$ cat src/pcfg_params.svh
// constants for the port 3 pin configuration block
// assumes a 32-bit axi4-lite slave; offsets are register indices, byte address is four times
`ifndef PCFG_PARAMS_SVH
`define PCFG_PARAMS_SVH
`define PCFG_ADDR_W 8
`define PCFG_OFF_PORT0 8'h80
`define PCFG_OFF_P3CFG_IDX 8'h8f
`define PCFG_OFF_PORT1 8'h90
`define PCFG_OFF_PORT2 8'ha0
`define PCFG_OFF_PORT3 8'hb0
`define PCFG_PORT_RST 8'hff
`define PCFG_CFG_RST 8'h00
`define PCFG_NPINS 7
`define PCFG_IDX_RSVD 3'h7
`define PCFG_RESP_OKAY 2'h0
`define PCFG_RESP_SLVERR 2'h2
`define PCFG_NPORTS 4
`define PCFG_IDX_LSB 2
`define PCFG_F_LANE 7:0
`define PCFG_F_CODE 7:5
`define PCFG_F_INCODE 1:0
`define PCFG_F_DIR 4
`define PCFG_F_PTR 3
`define PCFG_F_IDX 2:0
`define PCFG_OUT_RST 3'h0
`define PCFG_IN_RST 2'h0
`define PCFG_PTR_RST 3'h0
`define PCFG_RD_PAD 5'h00
`endif

$ cat src/pcfg_pkg.sv
// types for the port 3 pin configuration block
// assumes pcfg_params.svh is available
package pcfg_pkg;
  typedef enum logic [2:0] {
    PCFG_OUT_NORMAL = 3'h0,
    PCFG_OUT_HIGH = 3'h3
  } pcfg_out_mode_t;
  typedef enum logic [1:0] {
    PCFG_IN_NOPULL = 2'h0,
    PCFG_IN_PULLDOWN = 2'h1,
    PCFG_IN_PULLUP = 2'h2,
    PCFG_IN_OFF = 2'h3
  } pcfg_in_mode_t;
  typedef enum logic [1:0] {
    PCFG_W_IDLE = 2'b00,
    PCFG_W_RESP = 2'b01
  } pcfg_wstate_t;
endpackage : pcfg_pkg

$ cat src/pcfg_top.sv
// port 3 pin configuration and port value registers behind axi4-lite
// assumes one clock, synchronous active-low reset, pins synchronous to aclk
// assumes byte address is four times the register index, data in lane 0
// limitation: illegal output codes are stored as written
//
// Notes on behaviour
// - output code 000 is normal drive, 011 is high drive.
// - bit 4 selects output (0) or input (1) setting.
// - bit 3 set stores pin index and direction for reads.
// - with bit 3 set, function settings stay unchanged.
// - with bit 3 clear, addressed pin setting takes written code.
// - bits 2:0 pick the single pin that is configured.
// - read returns code of stored pin and stored direction.
// - index 0..6 are pins 0..6; index 7 has no pin.
// - one 8-bit value register per port, reset all ones.
// - input codes: none, pull-down, pull-up, buffer off.
`timescale 1ns/1ps
`include "pcfg_params.svh"
module pcfg_top (
  // clock and reset
  input wire logic aclk,
  input wire logic aresetn,
  // axi4-lite write address
  input wire logic [31:0] s_axi_awaddr,
  input wire logic s_axi_awvalid,
  output logic s_axi_awready,
  // axi4-lite write data
  input wire logic [31:0] s_axi_wdata,
  input wire logic [3:0] s_axi_wstrb,
  input wire logic s_axi_wvalid,
  output logic s_axi_wready,
  // axi4-lite write response
  output logic [1:0] s_axi_bresp,
  output logic s_axi_bvalid,
  input wire logic s_axi_bready,
  // axi4-lite read address
  input wire logic [31:0] s_axi_araddr,
  input wire logic s_axi_arvalid,
  output logic s_axi_arready,
  // axi4-lite read data
  output logic [31:0] s_axi_rdata,
  output logic [1:0] s_axi_rresp,
  output logic s_axi_rvalid,
  input wire logic s_axi_rready,
  // port pin levels
  input wire logic [7:0] port0_pins_in,
  input wire logic [7:0] port1_pins_in,
  input wire logic [7:0] port2_pins_in,
  input wire logic [7:0] port3_pins_in,
  output logic [7:0] port0_value_out,
  output logic [7:0] port1_value_out,
  output logic [7:0] port2_value_out,
  output logic [7:0] port3_value_out,
  // port 3 per-pin settings, three output bits and two input bits per pin
  output logic [20:0] port3_out_mode,
  output logic [13:0] port3_in_mode
);

  // ---------------------------------------------------------------
  // functions
  // ---------------------------------------------------------------

  // map a byte address to a register index hit; unaligned addresses miss
  function automatic logic addr_is(input logic [31:0] a, input logic [`PCFG_ADDR_W-1:0] idx);
    logic upper_clear;
    logic lane_clear;
    upper_clear = (a[31:`PCFG_ADDR_W+`PCFG_IDX_LSB] == '0);
    lane_clear = (a[`PCFG_IDX_LSB-1:0] == '0);
    addr_is = upper_clear && lane_clear &&
      (a[`PCFG_ADDR_W+`PCFG_IDX_LSB-1:`PCFG_IDX_LSB] == idx);
  endfunction : addr_is

  // ---------------------------------------------------------------
  // state
  // ---------------------------------------------------------------
  // port latches and sampled pins
  logic [7:0] port_q [`PCFG_NPORTS];
  logic [7:0] pin_sync_q [`PCFG_NPORTS];
  // pin settings and read pointer
  logic [2:0] out_cfg_q [`PCFG_NPINS];
  logic [1:0] in_cfg_q [`PCFG_NPINS];
  logic [2:0] rd_index_q;
  logic rd_dir_q;
  // axi capture and answer
  logic aw_have_q;
  logic w_have_q;
  logic [31:0] awaddr_q;
  logic [7:0] wdata_q;
  logic wstrb0_q;
  pcfg_pkg::pcfg_wstate_t wstate_q;
  logic bvalid_q;
  logic [1:0] bresp_q;
  logic rvalid_q;
  logic [31:0] rdata_q;
  logic [1:0] rresp_q;
  // ready flags, registered
  logic awready_q;
  logic wready_q;
  logic arready_q;

  // ---------------------------------------------------------------
  // write decode
  // ---------------------------------------------------------------
  // a write runs once address and data are both held and no answer waits
  wire do_write = aw_have_q && w_have_q && (wstate_q == pcfg_pkg::PCFG_W_IDLE);
  wire hit_p0 = addr_is(awaddr_q, `PCFG_OFF_PORT0);
  wire hit_p1 = addr_is(awaddr_q, `PCFG_OFF_PORT1);
  wire hit_p2 = addr_is(awaddr_q, `PCFG_OFF_PORT2);
  wire hit_p3 = addr_is(awaddr_q, `PCFG_OFF_PORT3);
  wire hit_cfg = addr_is(awaddr_q, `PCFG_OFF_P3CFG_IDX);
  // unmapped or unaligned addresses answer with slave error
  wire w_mapped = hit_p0 | hit_p1 | hit_p2 | hit_p3 | hit_cfg;
  // a write with byte lane 0 off is answered but changes nothing
  wire w_en = do_write && wstrb0_q;
  // field split of the configuration write
  wire [2:0] wr_code = wdata_q[`PCFG_F_CODE];  // pin_function_code
  wire wr_dir = wdata_q[`PCFG_F_DIR];  // 0 output, 1 input
  wire wr_ptr_load = wdata_q[`PCFG_F_PTR];  // read_pointer_load
  wire [2:0] wr_index = wdata_q[`PCFG_F_IDX];  // pin_index
  // update only when pointer load is clear
  wire cfg_update = w_en && hit_cfg && !wr_ptr_load;
  // pointer load stores index and direction
  wire ptr_update = w_en && hit_cfg && wr_ptr_load;

  // ---------------------------------------------------------------
  // read decode
  // ---------------------------------------------------------------
  wire r_p0 = addr_is(s_axi_araddr, `PCFG_OFF_PORT0);
  wire r_p1 = addr_is(s_axi_araddr, `PCFG_OFF_PORT1);
  wire r_p2 = addr_is(s_axi_araddr, `PCFG_OFF_PORT2);
  wire r_p3 = addr_is(s_axi_araddr, `PCFG_OFF_PORT3);
  wire r_cfg = addr_is(s_axi_araddr, `PCFG_OFF_P3CFG_IDX);
  // unmapped or unaligned reads answer zero with slave error
  wire r_mapped = r_p0 | r_p1 | r_p2 | r_p3 | r_cfg;
  wire ar_take = s_axi_arvalid && !rvalid_q;
  // index 7 reads as zero, no pin behind it
  wire idx_valid = (rd_index_q != `PCFG_IDX_RSVD);
  // code of stored pin by stored direction
  wire [2:0] rd_out_code = out_cfg_q[rd_index_q];
  wire [2:0] rd_in_code = {1'b0, in_cfg_q[rd_index_q]};
  wire [2:0] rd_sel_code = rd_dir_q ? rd_in_code : rd_out_code;
  wire [2:0] cfg_code = idx_valid ? rd_sel_code : `PCFG_OUT_RST;
  // code sits in bits 7:5, the write-only fields read as zero
  wire [7:0] cfg_rd = {cfg_code, `PCFG_RD_PAD};
  // read data selection: sampled pins or configuration code
  wire [7:0] rd_byte = r_p0 ? pin_sync_q[0] :
    r_p1 ? pin_sync_q[1] :
    r_p2 ? pin_sync_q[2] :
    r_p3 ? pin_sync_q[3] :
    r_cfg ? cfg_rd : 8'h00;

  // ---------------------------------------------------------------
  // handshake next state
  // ---------------------------------------------------------------
  // mirrors the capture and read logic so the ready flops track it
  wire aw_have_d = (s_axi_awvalid && !aw_have_q) || (aw_have_q && !do_write);
  wire w_have_d = (s_axi_wvalid && !w_have_q) || (w_have_q && !do_write);
  wire rvalid_d = ar_take || (rvalid_q && !s_axi_rready);

  // ---------------------------------------------------------------
  // axi write channel capture
  // ---------------------------------------------------------------

  // hold address and data until both have arrived
  always_ff @(posedge aclk) begin
    if (!aresetn) begin
      aw_have_q <= 1'b0;
      w_have_q <= 1'b0;
      awaddr_q <= 32'h00000000;
      wdata_q <= 8'h00;
      wstrb0_q <= 1'b0;
    end else begin
      if (s_axi_awvalid && !aw_have_q) begin
        aw_have_q <= 1'b1;
        awaddr_q <= s_axi_awaddr;
      end else if (do_write) begin
        aw_have_q <= 1'b0;
      end
      if (s_axi_wvalid && !w_have_q) begin
        w_have_q <= 1'b1;
        wdata_q <= s_axi_wdata[`PCFG_F_LANE];
        wstrb0_q <= s_axi_wstrb[0];
      end else if (do_write) begin
        w_have_q <= 1'b0;
      end
    end
  end

  // write response state
  always_ff @(posedge aclk) begin
    if (!aresetn) begin
      wstate_q <= pcfg_pkg::PCFG_W_IDLE;
      bvalid_q <= 1'b0;
      bresp_q <= `PCFG_RESP_OKAY;
    end else begin
      case (wstate_q)
        pcfg_pkg::PCFG_W_IDLE: begin
          if (do_write) begin
            wstate_q <= pcfg_pkg::PCFG_W_RESP;
            bvalid_q <= 1'b1;
            bresp_q <= w_mapped ? `PCFG_RESP_OKAY : `PCFG_RESP_SLVERR;
          end
        end
        pcfg_pkg::PCFG_W_RESP: begin
          if (s_axi_bready) begin
            wstate_q <= pcfg_pkg::PCFG_W_IDLE;
            bvalid_q <= 1'b0;
          end
        end
        default: begin
          wstate_q <= pcfg_pkg::PCFG_W_IDLE;
          bvalid_q <= 1'b0;
        end
      endcase
    end
  end

  // ---------------------------------------------------------------
  // port value registers
  // ---------------------------------------------------------------

  // port values reset to all ones
  always_ff @(posedge aclk) begin
    if (!aresetn) begin
      for (int i = 0; i < `PCFG_NPORTS; i++) begin
        port_q[i] <= `PCFG_PORT_RST;
      end
    end else begin
      // software writes land on the output latch
      if (w_en && hit_p0) port_q[0] <= wdata_q;
      if (w_en && hit_p1) port_q[1] <= wdata_q;
      if (w_en && hit_p2) port_q[2] <= wdata_q;
      if (w_en && hit_p3) port_q[3] <= wdata_q;
    end
  end

  // pins sampled once; a port read shows the level one cycle late
  always_ff @(posedge aclk) begin
    if (!aresetn) begin
      for (int i = 0; i < `PCFG_NPORTS; i++) begin
        pin_sync_q[i] <= `PCFG_PORT_RST;
      end
    end else begin
      pin_sync_q[0] <= port0_pins_in;
      pin_sync_q[1] <= port1_pins_in;
      pin_sync_q[2] <= port2_pins_in;
      pin_sync_q[3] <= port3_pins_in;
    end
  end

  // ---------------------------------------------------------------
  // port 3 pin settings
  // ---------------------------------------------------------------

  // all settings and pointer reset to zero
  always_ff @(posedge aclk) begin
    if (!aresetn) begin
      for (int i = 0; i < `PCFG_NPINS; i++) begin
        out_cfg_q[i] <= `PCFG_OUT_RST;
        in_cfg_q[i] <= `PCFG_IN_RST;
      end
      rd_index_q <= `PCFG_PTR_RST;
      rd_dir_q <= 1'b0;
    end else begin
      if (ptr_update) begin
        rd_index_q <= wr_index;
        rd_dir_q <= wr_dir;
      end
      // index selects one pin; skipped on pointer load
      // index 7 matches no pin, so the write is dropped
      for (int i = 0; i < `PCFG_NPINS; i++) begin
        if (cfg_update && (wr_index == 3'(i))) begin
          if (wr_dir) begin
            // two-bit input code from bits 6:5
            in_cfg_q[i] <= wr_code[`PCFG_F_INCODE];
          end else begin
            out_cfg_q[i] <= wr_code;
          end
        end
      end
    end
  end

  // ---------------------------------------------------------------
  // axi read channel
  // ---------------------------------------------------------------

  // one read at a time, answer the cycle after address
  always_ff @(posedge aclk) begin
    if (!aresetn) begin
      rvalid_q <= 1'b0;
      rdata_q <= 32'h00000000;
      rresp_q <= `PCFG_RESP_OKAY;
    end else if (ar_take) begin
      rvalid_q <= 1'b1;
      rdata_q <= {24'h000000, rd_byte};
      rresp_q <= r_mapped ? `PCFG_RESP_OKAY : `PCFG_RESP_SLVERR;
    end else if (s_axi_rready) begin
      rvalid_q <= 1'b0;
    end
  end

  // ready flags kept as flops so every bus output leaves a register
  always_ff @(posedge aclk) begin
    if (!aresetn) begin
      awready_q <= 1'b1;
      wready_q <= 1'b1;
      arready_q <= 1'b1;
    end else begin
      awready_q <= !aw_have_d;
      wready_q <= !w_have_d;
      arready_q <= !rvalid_d;
    end
  end

  // ---------------------------------------------------------------
  // outputs
  // ---------------------------------------------------------------
  // write channels
  assign s_axi_awready = awready_q;
  assign s_axi_wready = wready_q;
  assign s_axi_bvalid = bvalid_q;
  assign s_axi_bresp = bresp_q;
  // read channels
  assign s_axi_arready = arready_q;
  assign s_axi_rvalid = rvalid_q;
  assign s_axi_rdata = rdata_q;
  assign s_axi_rresp = rresp_q;
  // port values
  assign port0_value_out = port_q[0];
  assign port1_value_out = port_q[1];
  assign port2_value_out = port_q[2];
  assign port3_value_out = port_q[3];
  // flatten settings for the pad drivers
  for (genvar g = 0; g < `PCFG_NPINS; g++) begin : g_flat
    assign port3_out_mode[3*g +: 3] = out_cfg_q[g];
    assign port3_in_mode[2*g +: 2] = in_cfg_q[g];
  end

endmodule : pcfg_top

$ cat config.mk
export PLATFORM = sky130hd
export DESIGN_NAME = pcfg_top
export DESIGN_NICKNAME = d
export VERILOG_FILES = /design/src/pcfg_pkg.sv /design/src/pcfg_top.sv
export VERILOG_INCLUDE_DIRS = /design/src
export SDC_FILE = /design/constraint.sdc
export NUM_CORES = 1
export LEC_CHECK = 0
export ABC_CLOCK_PERIOD_IN_PS = 2700
export BUFFER_PORTS_ARGS = -buffer_cell sky130_fd_sc_hd__buf_2
export CAP_MARGIN = 30
export CORE_AREA = 2 2 122 124
export DETAILED_ROUTE_END_ITERATION = 7
export DIE_AREA = 0 0 124 126
export MAX_ROUTING_LAYER = met4
export PLACE_DENSITY = 0.83
export SLEW_MARGIN = 40
export SYNTH_ARGS = -nofsm -noshare
export SYNTH_HDL_FRONTEND = slang
export SYNTH_SLANG_ARGS = --single-unit
$ cat constraint.sdc
create_clock -name aclk -period 2.7 [get_ports aclk]
set_clock_uncertainty 0.05 [all_clocks]
set_input_delay 0.135 -clock aclk [delete_from_list [all_inputs] [get_ports aclk]]
set_output_delay 0.135 -clock aclk [all_outputs]
set_load 0.1 [all_outputs]
Word-level counts from Yosys, hierarchy flattened
Memories as Yosys holds them, arrays and structs flattened. A register that Yosys moved wholly into a read port is not among the register bits. Index checks and enable logic that the tools add are counted.

Equality and inequality tests: 20. Mux-type cells: 104. Bitwise operators: 30. Reductions and logical operators: 58.

Operators with widths (number): $mux W8 (13); $eq A8 B8 Y1 const B (10); $mux W1 (65); $logic_not A22 Y1 (2); $mux W3 (13); $logic_and A1 B1 Y1 (35); $or A1 B1 Y1 (30); $mux W2 (11); $eq A3 B3 Y1 const B (3); $logic_not A1 Y1 (9); $eq A3 B2 Y1 const B (2); $logic_not A2 Y1 (3); $reduce_bool A2 Y1 (3); $ne A2 B2 Y1 const B (2); $pmux W2 S2 (1); $reduce_and A2 Y1 (2); $eq A3 B1 Y1 const B (1); $logic_not A3 Y1 (1); $logic_or A1 B1 Y1 (3); $ne A3 B3 Y1 const B (1); $eq A2 B1 Y1 const B (1); $pmux W1 S2 (1).

Register bits after elaboration: 66. Bits in writable memories: 99. Bits of input ports: 139. Output and inout bits: 108. Memories kept: 4.

Memories: pin_sync_q (depth 4, width 8, rd ports 4, clocked after Yosys merged registers in 0, write ports 4, line pcfg_top.sv:78) `` logic [7:0] pin_sync_q [`PCFG_NPORTS]; ``; port_q (depth 4, width 8, rd ports 4, clocked after Yosys merged registers in 0, write ports 4, line pcfg_top.sv:77) `` logic [7:0] port_q [`PCFG_NPORTS]; ``; out_cfg_q (depth 7, width 3, rd ports 8, clocked after Yosys merged registers in 1, write ports 7, line pcfg_top.sv:80) `` logic [2:0] out_cfg_q [`PCFG_NPINS]; ``; in_cfg_q (depth 7, width 2, rd ports 8, clocked after Yosys merged registers in 1, write ports 7, line pcfg_top.sv:81) `` logic [1:0] in_cfg_q [`PCFG_NPINS]; ``.

Logic depth before layout (Yosys ltp)
Depth in word-level cells: 10. Depth in mapped cells: 6.

Worst setup path before layout
No wires, ideal clock.

Kind: register -> register. From: register s_axi_bvalid (netlist name). To: memory out_cfg_q[3][0] (enable). Setup time: 0.324 ns. Arrival: 2.046 ns. Slack: 0.279 ns. Stages on the path, launching flop included: 6. Buffers on the path: 1. Cell sequence: dfxtp_1 nand3b_1 nor4_2 or3b_1 buf_6 o21ai_1.

RTL lines (line): end, declared (pcfg_top.sv:80).

==> results.md <==
- Area of the multi-input gates: 2733 sq um
- MaxCap Viol Count: 0
- Root buf cell: clkbuf_16
- Filler instances: 1092
- Boundary pin count: 247
- Num Clock Sinks: 164
- Drt pass-1 iters: 5
- Crit start category: register
- Unique masters post-synth: 59
- Hold Fails Final Rpt: 0
- DRC errors left: 0
- Pin count of the biggest net entering global routing: 80
- Starting Density: 0.4872
- Die Y: 126 um
- RSZ-0062 raised after global routing: false
- Dominant synthesized flop cell: dfxtp_1
- Slew margin rel.: 0.4946
- Mean routed wirelength per cell: 16.22 um
- GRT overflow: 0
- Most common cell in the synthesized netlist: nand2_1
- Row cnt: 44
- Critical path depth: 6
- Share of power burned in registers: 0.449
- Worst setup EP type: register
- Delay-heaviest family, CP: simple AND/OR/NAND/NOR gates
- Antenna-violating nets left: 0
- Status: completed
- CTS tree: yes
- Int Pwr: 4.442 mW
- YS warnings: 0
- Endpoints failing setup: 0
- Reg clk slew, reported paths: 0.06 ns
- Worst path bufs/invs: 1
- EDFF count, synth: 67
- Fin crit period: 2.554 ns
- CP peak stage delay: 0.44 ns
- Setup TNS: 0 ns
- Crit path max fanout: 8
- Synthesized area: 6974 sq um
- DRT iter0 DRCs: 367
- Area leader, netlist: edfxtp_1
- IO Port Bufs: 193
- Post-CTS Setup Bufs: 0
- Crit path arrival time: 2.69 ns
- Slowest-stage cell, CP: nor4_4
- Pleak: 3.713 nW
- First-pass GRT wire length: 28290 um
- Hold depth: 5
- Via count: 5890
- Worst ir drop on vdd: 0.4202 mV
- Ys async rst share: 0
- Commonest cells post-synth: nand2_1, dfxtp_1, edfxtp_1
- Slew Viols, Final: 0
- Clock buffer count from CTS: 17
- GP Congestion: 0.8190
- Final hold slack: 0.1158 ns
- Worst Reg-to-Reg Cells: 6
- Gate Count Post-Synth: 671
- Number of vias per cell: 5.194
- Ranking of synthesized cells by area: edfxtp_1, dfxtp_1, nand2_1, a21boi_0, nand2b_1
- Reg2Reg Setup Slack: 0.15 ns
- P&R area growth vs syn: 35.77%
- Pwr Density: 642.3 nW/um^2
- Least-Margin Pin Slew: 0.7581 ns
- #FFs+latches synth: 164
- Worst EP required: 2.83 ns
- Psw: 1.640 mW
- F_max: 0.3915 GHz
- Hpwl dp: 11800 um
- GRT Overall Usage: 0.2473
- Clock share of power: 0.410
- Maximum level of the CTS H-tree: 4
- WL final: 18390 um
- Share of layout cells above drive strength 1: 0.3193
- Die ar.: 15620 sq um
- CP Cell Sequence: nor4_2 -> nand3_1 -> buf_4 -> nor4_4 -> nand4b_1 -> or2_2
- Die Span X: 124 um
- Sequential area share after synthesis: 0.5669
- Vias in the first global route: 5711
- Core area: 14310 sq um
- Maximum clock insertion buffer count: 2
- Reg area: 3954 sq um
- Mapped Avg Cell Area: 10.39 sq um
- Clock Latency Late Sink: 0.43 ns
- Nets: 1075
- Comb pwr share: 0.141
- Period utilisation layout: 0.9461
- Type of the tightest min-delay check: input pin to register
- Net Sw Frac: 0.2696
- Initial antenna violation count: 1
- Share of Yosys cell area claimed by the top area cell type: 0.2885
- Critical path type: register to register
==> repair_timing <==
action,4_1_cts,5_1_grt
endpoints found under the hold margin,79,0
hold buffers,78,0
endpoints found under the setup margin,0,27
gates resized for setup,0,8
==> power groups by stage <==
stage	clock network [mW]	logic (mW)	registers, mW
after floorplan	0	0.407	2.96
after global placement	0	0.741	2.78
after detailed placement	0	0.749	2.78
after CTS	2.52	0.839	2.73
after global routing	2.63	0.913	2.74
final	2.50	0.856	2.73
==> worst reg2reg max path, stage by stage (launching register included) <==
cell and delay, ns:
dfxtp_1 0.32, nor4_2 0.33, nand3_1 0.21, buf_4 0.20, nor4_4 0.44, nand4b_1 0.37, or2_2 0.39
==> sequential cells by signal (all words and copies together) (netlist names), 3 cells and up, named ones only <==
register     flops
out_cfg_q       21
wdata_q          8
s_axi_rdata      8
rd_index_q       3
in_cfg_q        14
port_q          32
awaddr_q        32
pin_sync_q      32
==> layout make-up <==
type / count / share of cell area
Timing Repair Buffer: 289 / 0.1990
Clock buffer: 22 / 0.05351
Clock inverter: 10 / 0.01202
Sequential cell: 164 / 0.4175
Antenna cell: 1 / 0.0002643
Inverter: 12 / 0.004757
Multi-Input combinational cell: 452 / 0.2886
Tap cell: 184 / 0.02431
==> cell usage in the layout (no fill, tap or decap), types with 3 or more instances in the layout <==
master	netlist	layout
nor3_1	11	11
conb_1	1	26
nand3b_1	7	7
nor4_2	3	4
a21boi_0	42	42
dlygate4sd3_1	0	78
mux4_2	5	5
clkbuf_16	0	19
buf_4	26	19
o21ai_2	0	5
mux2_2	3	3
a211oi_1	5	5
o21ai_0	18	17
nand2_1	114	114
nand2b_1	43	43
nor2_1	28	28
o211ai_1	3	3
buf_2	5	192
nand3_1	9	9
or2_2	34	34
inv_4	0	3
nand4_1	4	4
dfxtp_1	97	97
nor3_2	4	4
nor4_1	12	11
o31ai_1	6	6
mux2i_1	10	10
a22oi_1	5	5
and2_1	7	7
edfxtp_1	67	67
inv_1	11	11
o2bb2ai_1	6	6
nor2b_1	7	6
==> cells by family (layout without fill, tap and decap cells) <==
kind of cell / after synthesis / after routing / share of synthesized area
AND/OR/NAND/NOR: 300 / 300 / 0.2291
AO/OA/AOI/OAI: 108 / 108 / 0.1091
buffers and inverters: 80 / 333 / 0.05902
flip-flops: 164 / 164 / 0.5669
multiplexers: 18 / 18 / 0.03534
other: 1 / 27 / 0.0005377
==> worst paths after layout <==
kind                    startpoint        endpoint
setup / recovery      awaddr_q[20]    port_q[1][4]
hold / removal    s_axi_araddr[27]  s_axi_rresp[1]
setup reg to reg      awaddr_q[20]    port_q[1][4]
hold reg to reg       awaddr_q[11]    awaddr_q[11]
==> per-stage QoR <==
step / std cells / power [mW] / area (sq um) / setup WS [ns] / util
floorplan: 696 / 3.369 / 7068 / 0.2792 / -
CTS: 1133 / 6.091 / 9439 / 0.09157 / 0.6594
global placement: 1023 / 3.518 / 8038 / 0.1874 / 0.5615
finish: 1134 / 6.082 / 9469 / 0.1456 / 0.6615
global route: 1134 / 6.285 / 9469 / 0.01572 / 0.6615
detailed placement: 1023 / 3.529 / 8038 / 0.1039 / 0.5615
==> layer usage <==
layer	wire (um)	share of wire	global-route usage
met5	0	0	-
met4	741	0.040	0.1355
met3	1060	0.058	0.04755
met2	9533	0.52	0.4169
met1	7053	0.38	0.2725
Note: power is estimated with default switching activity, not from simulation.
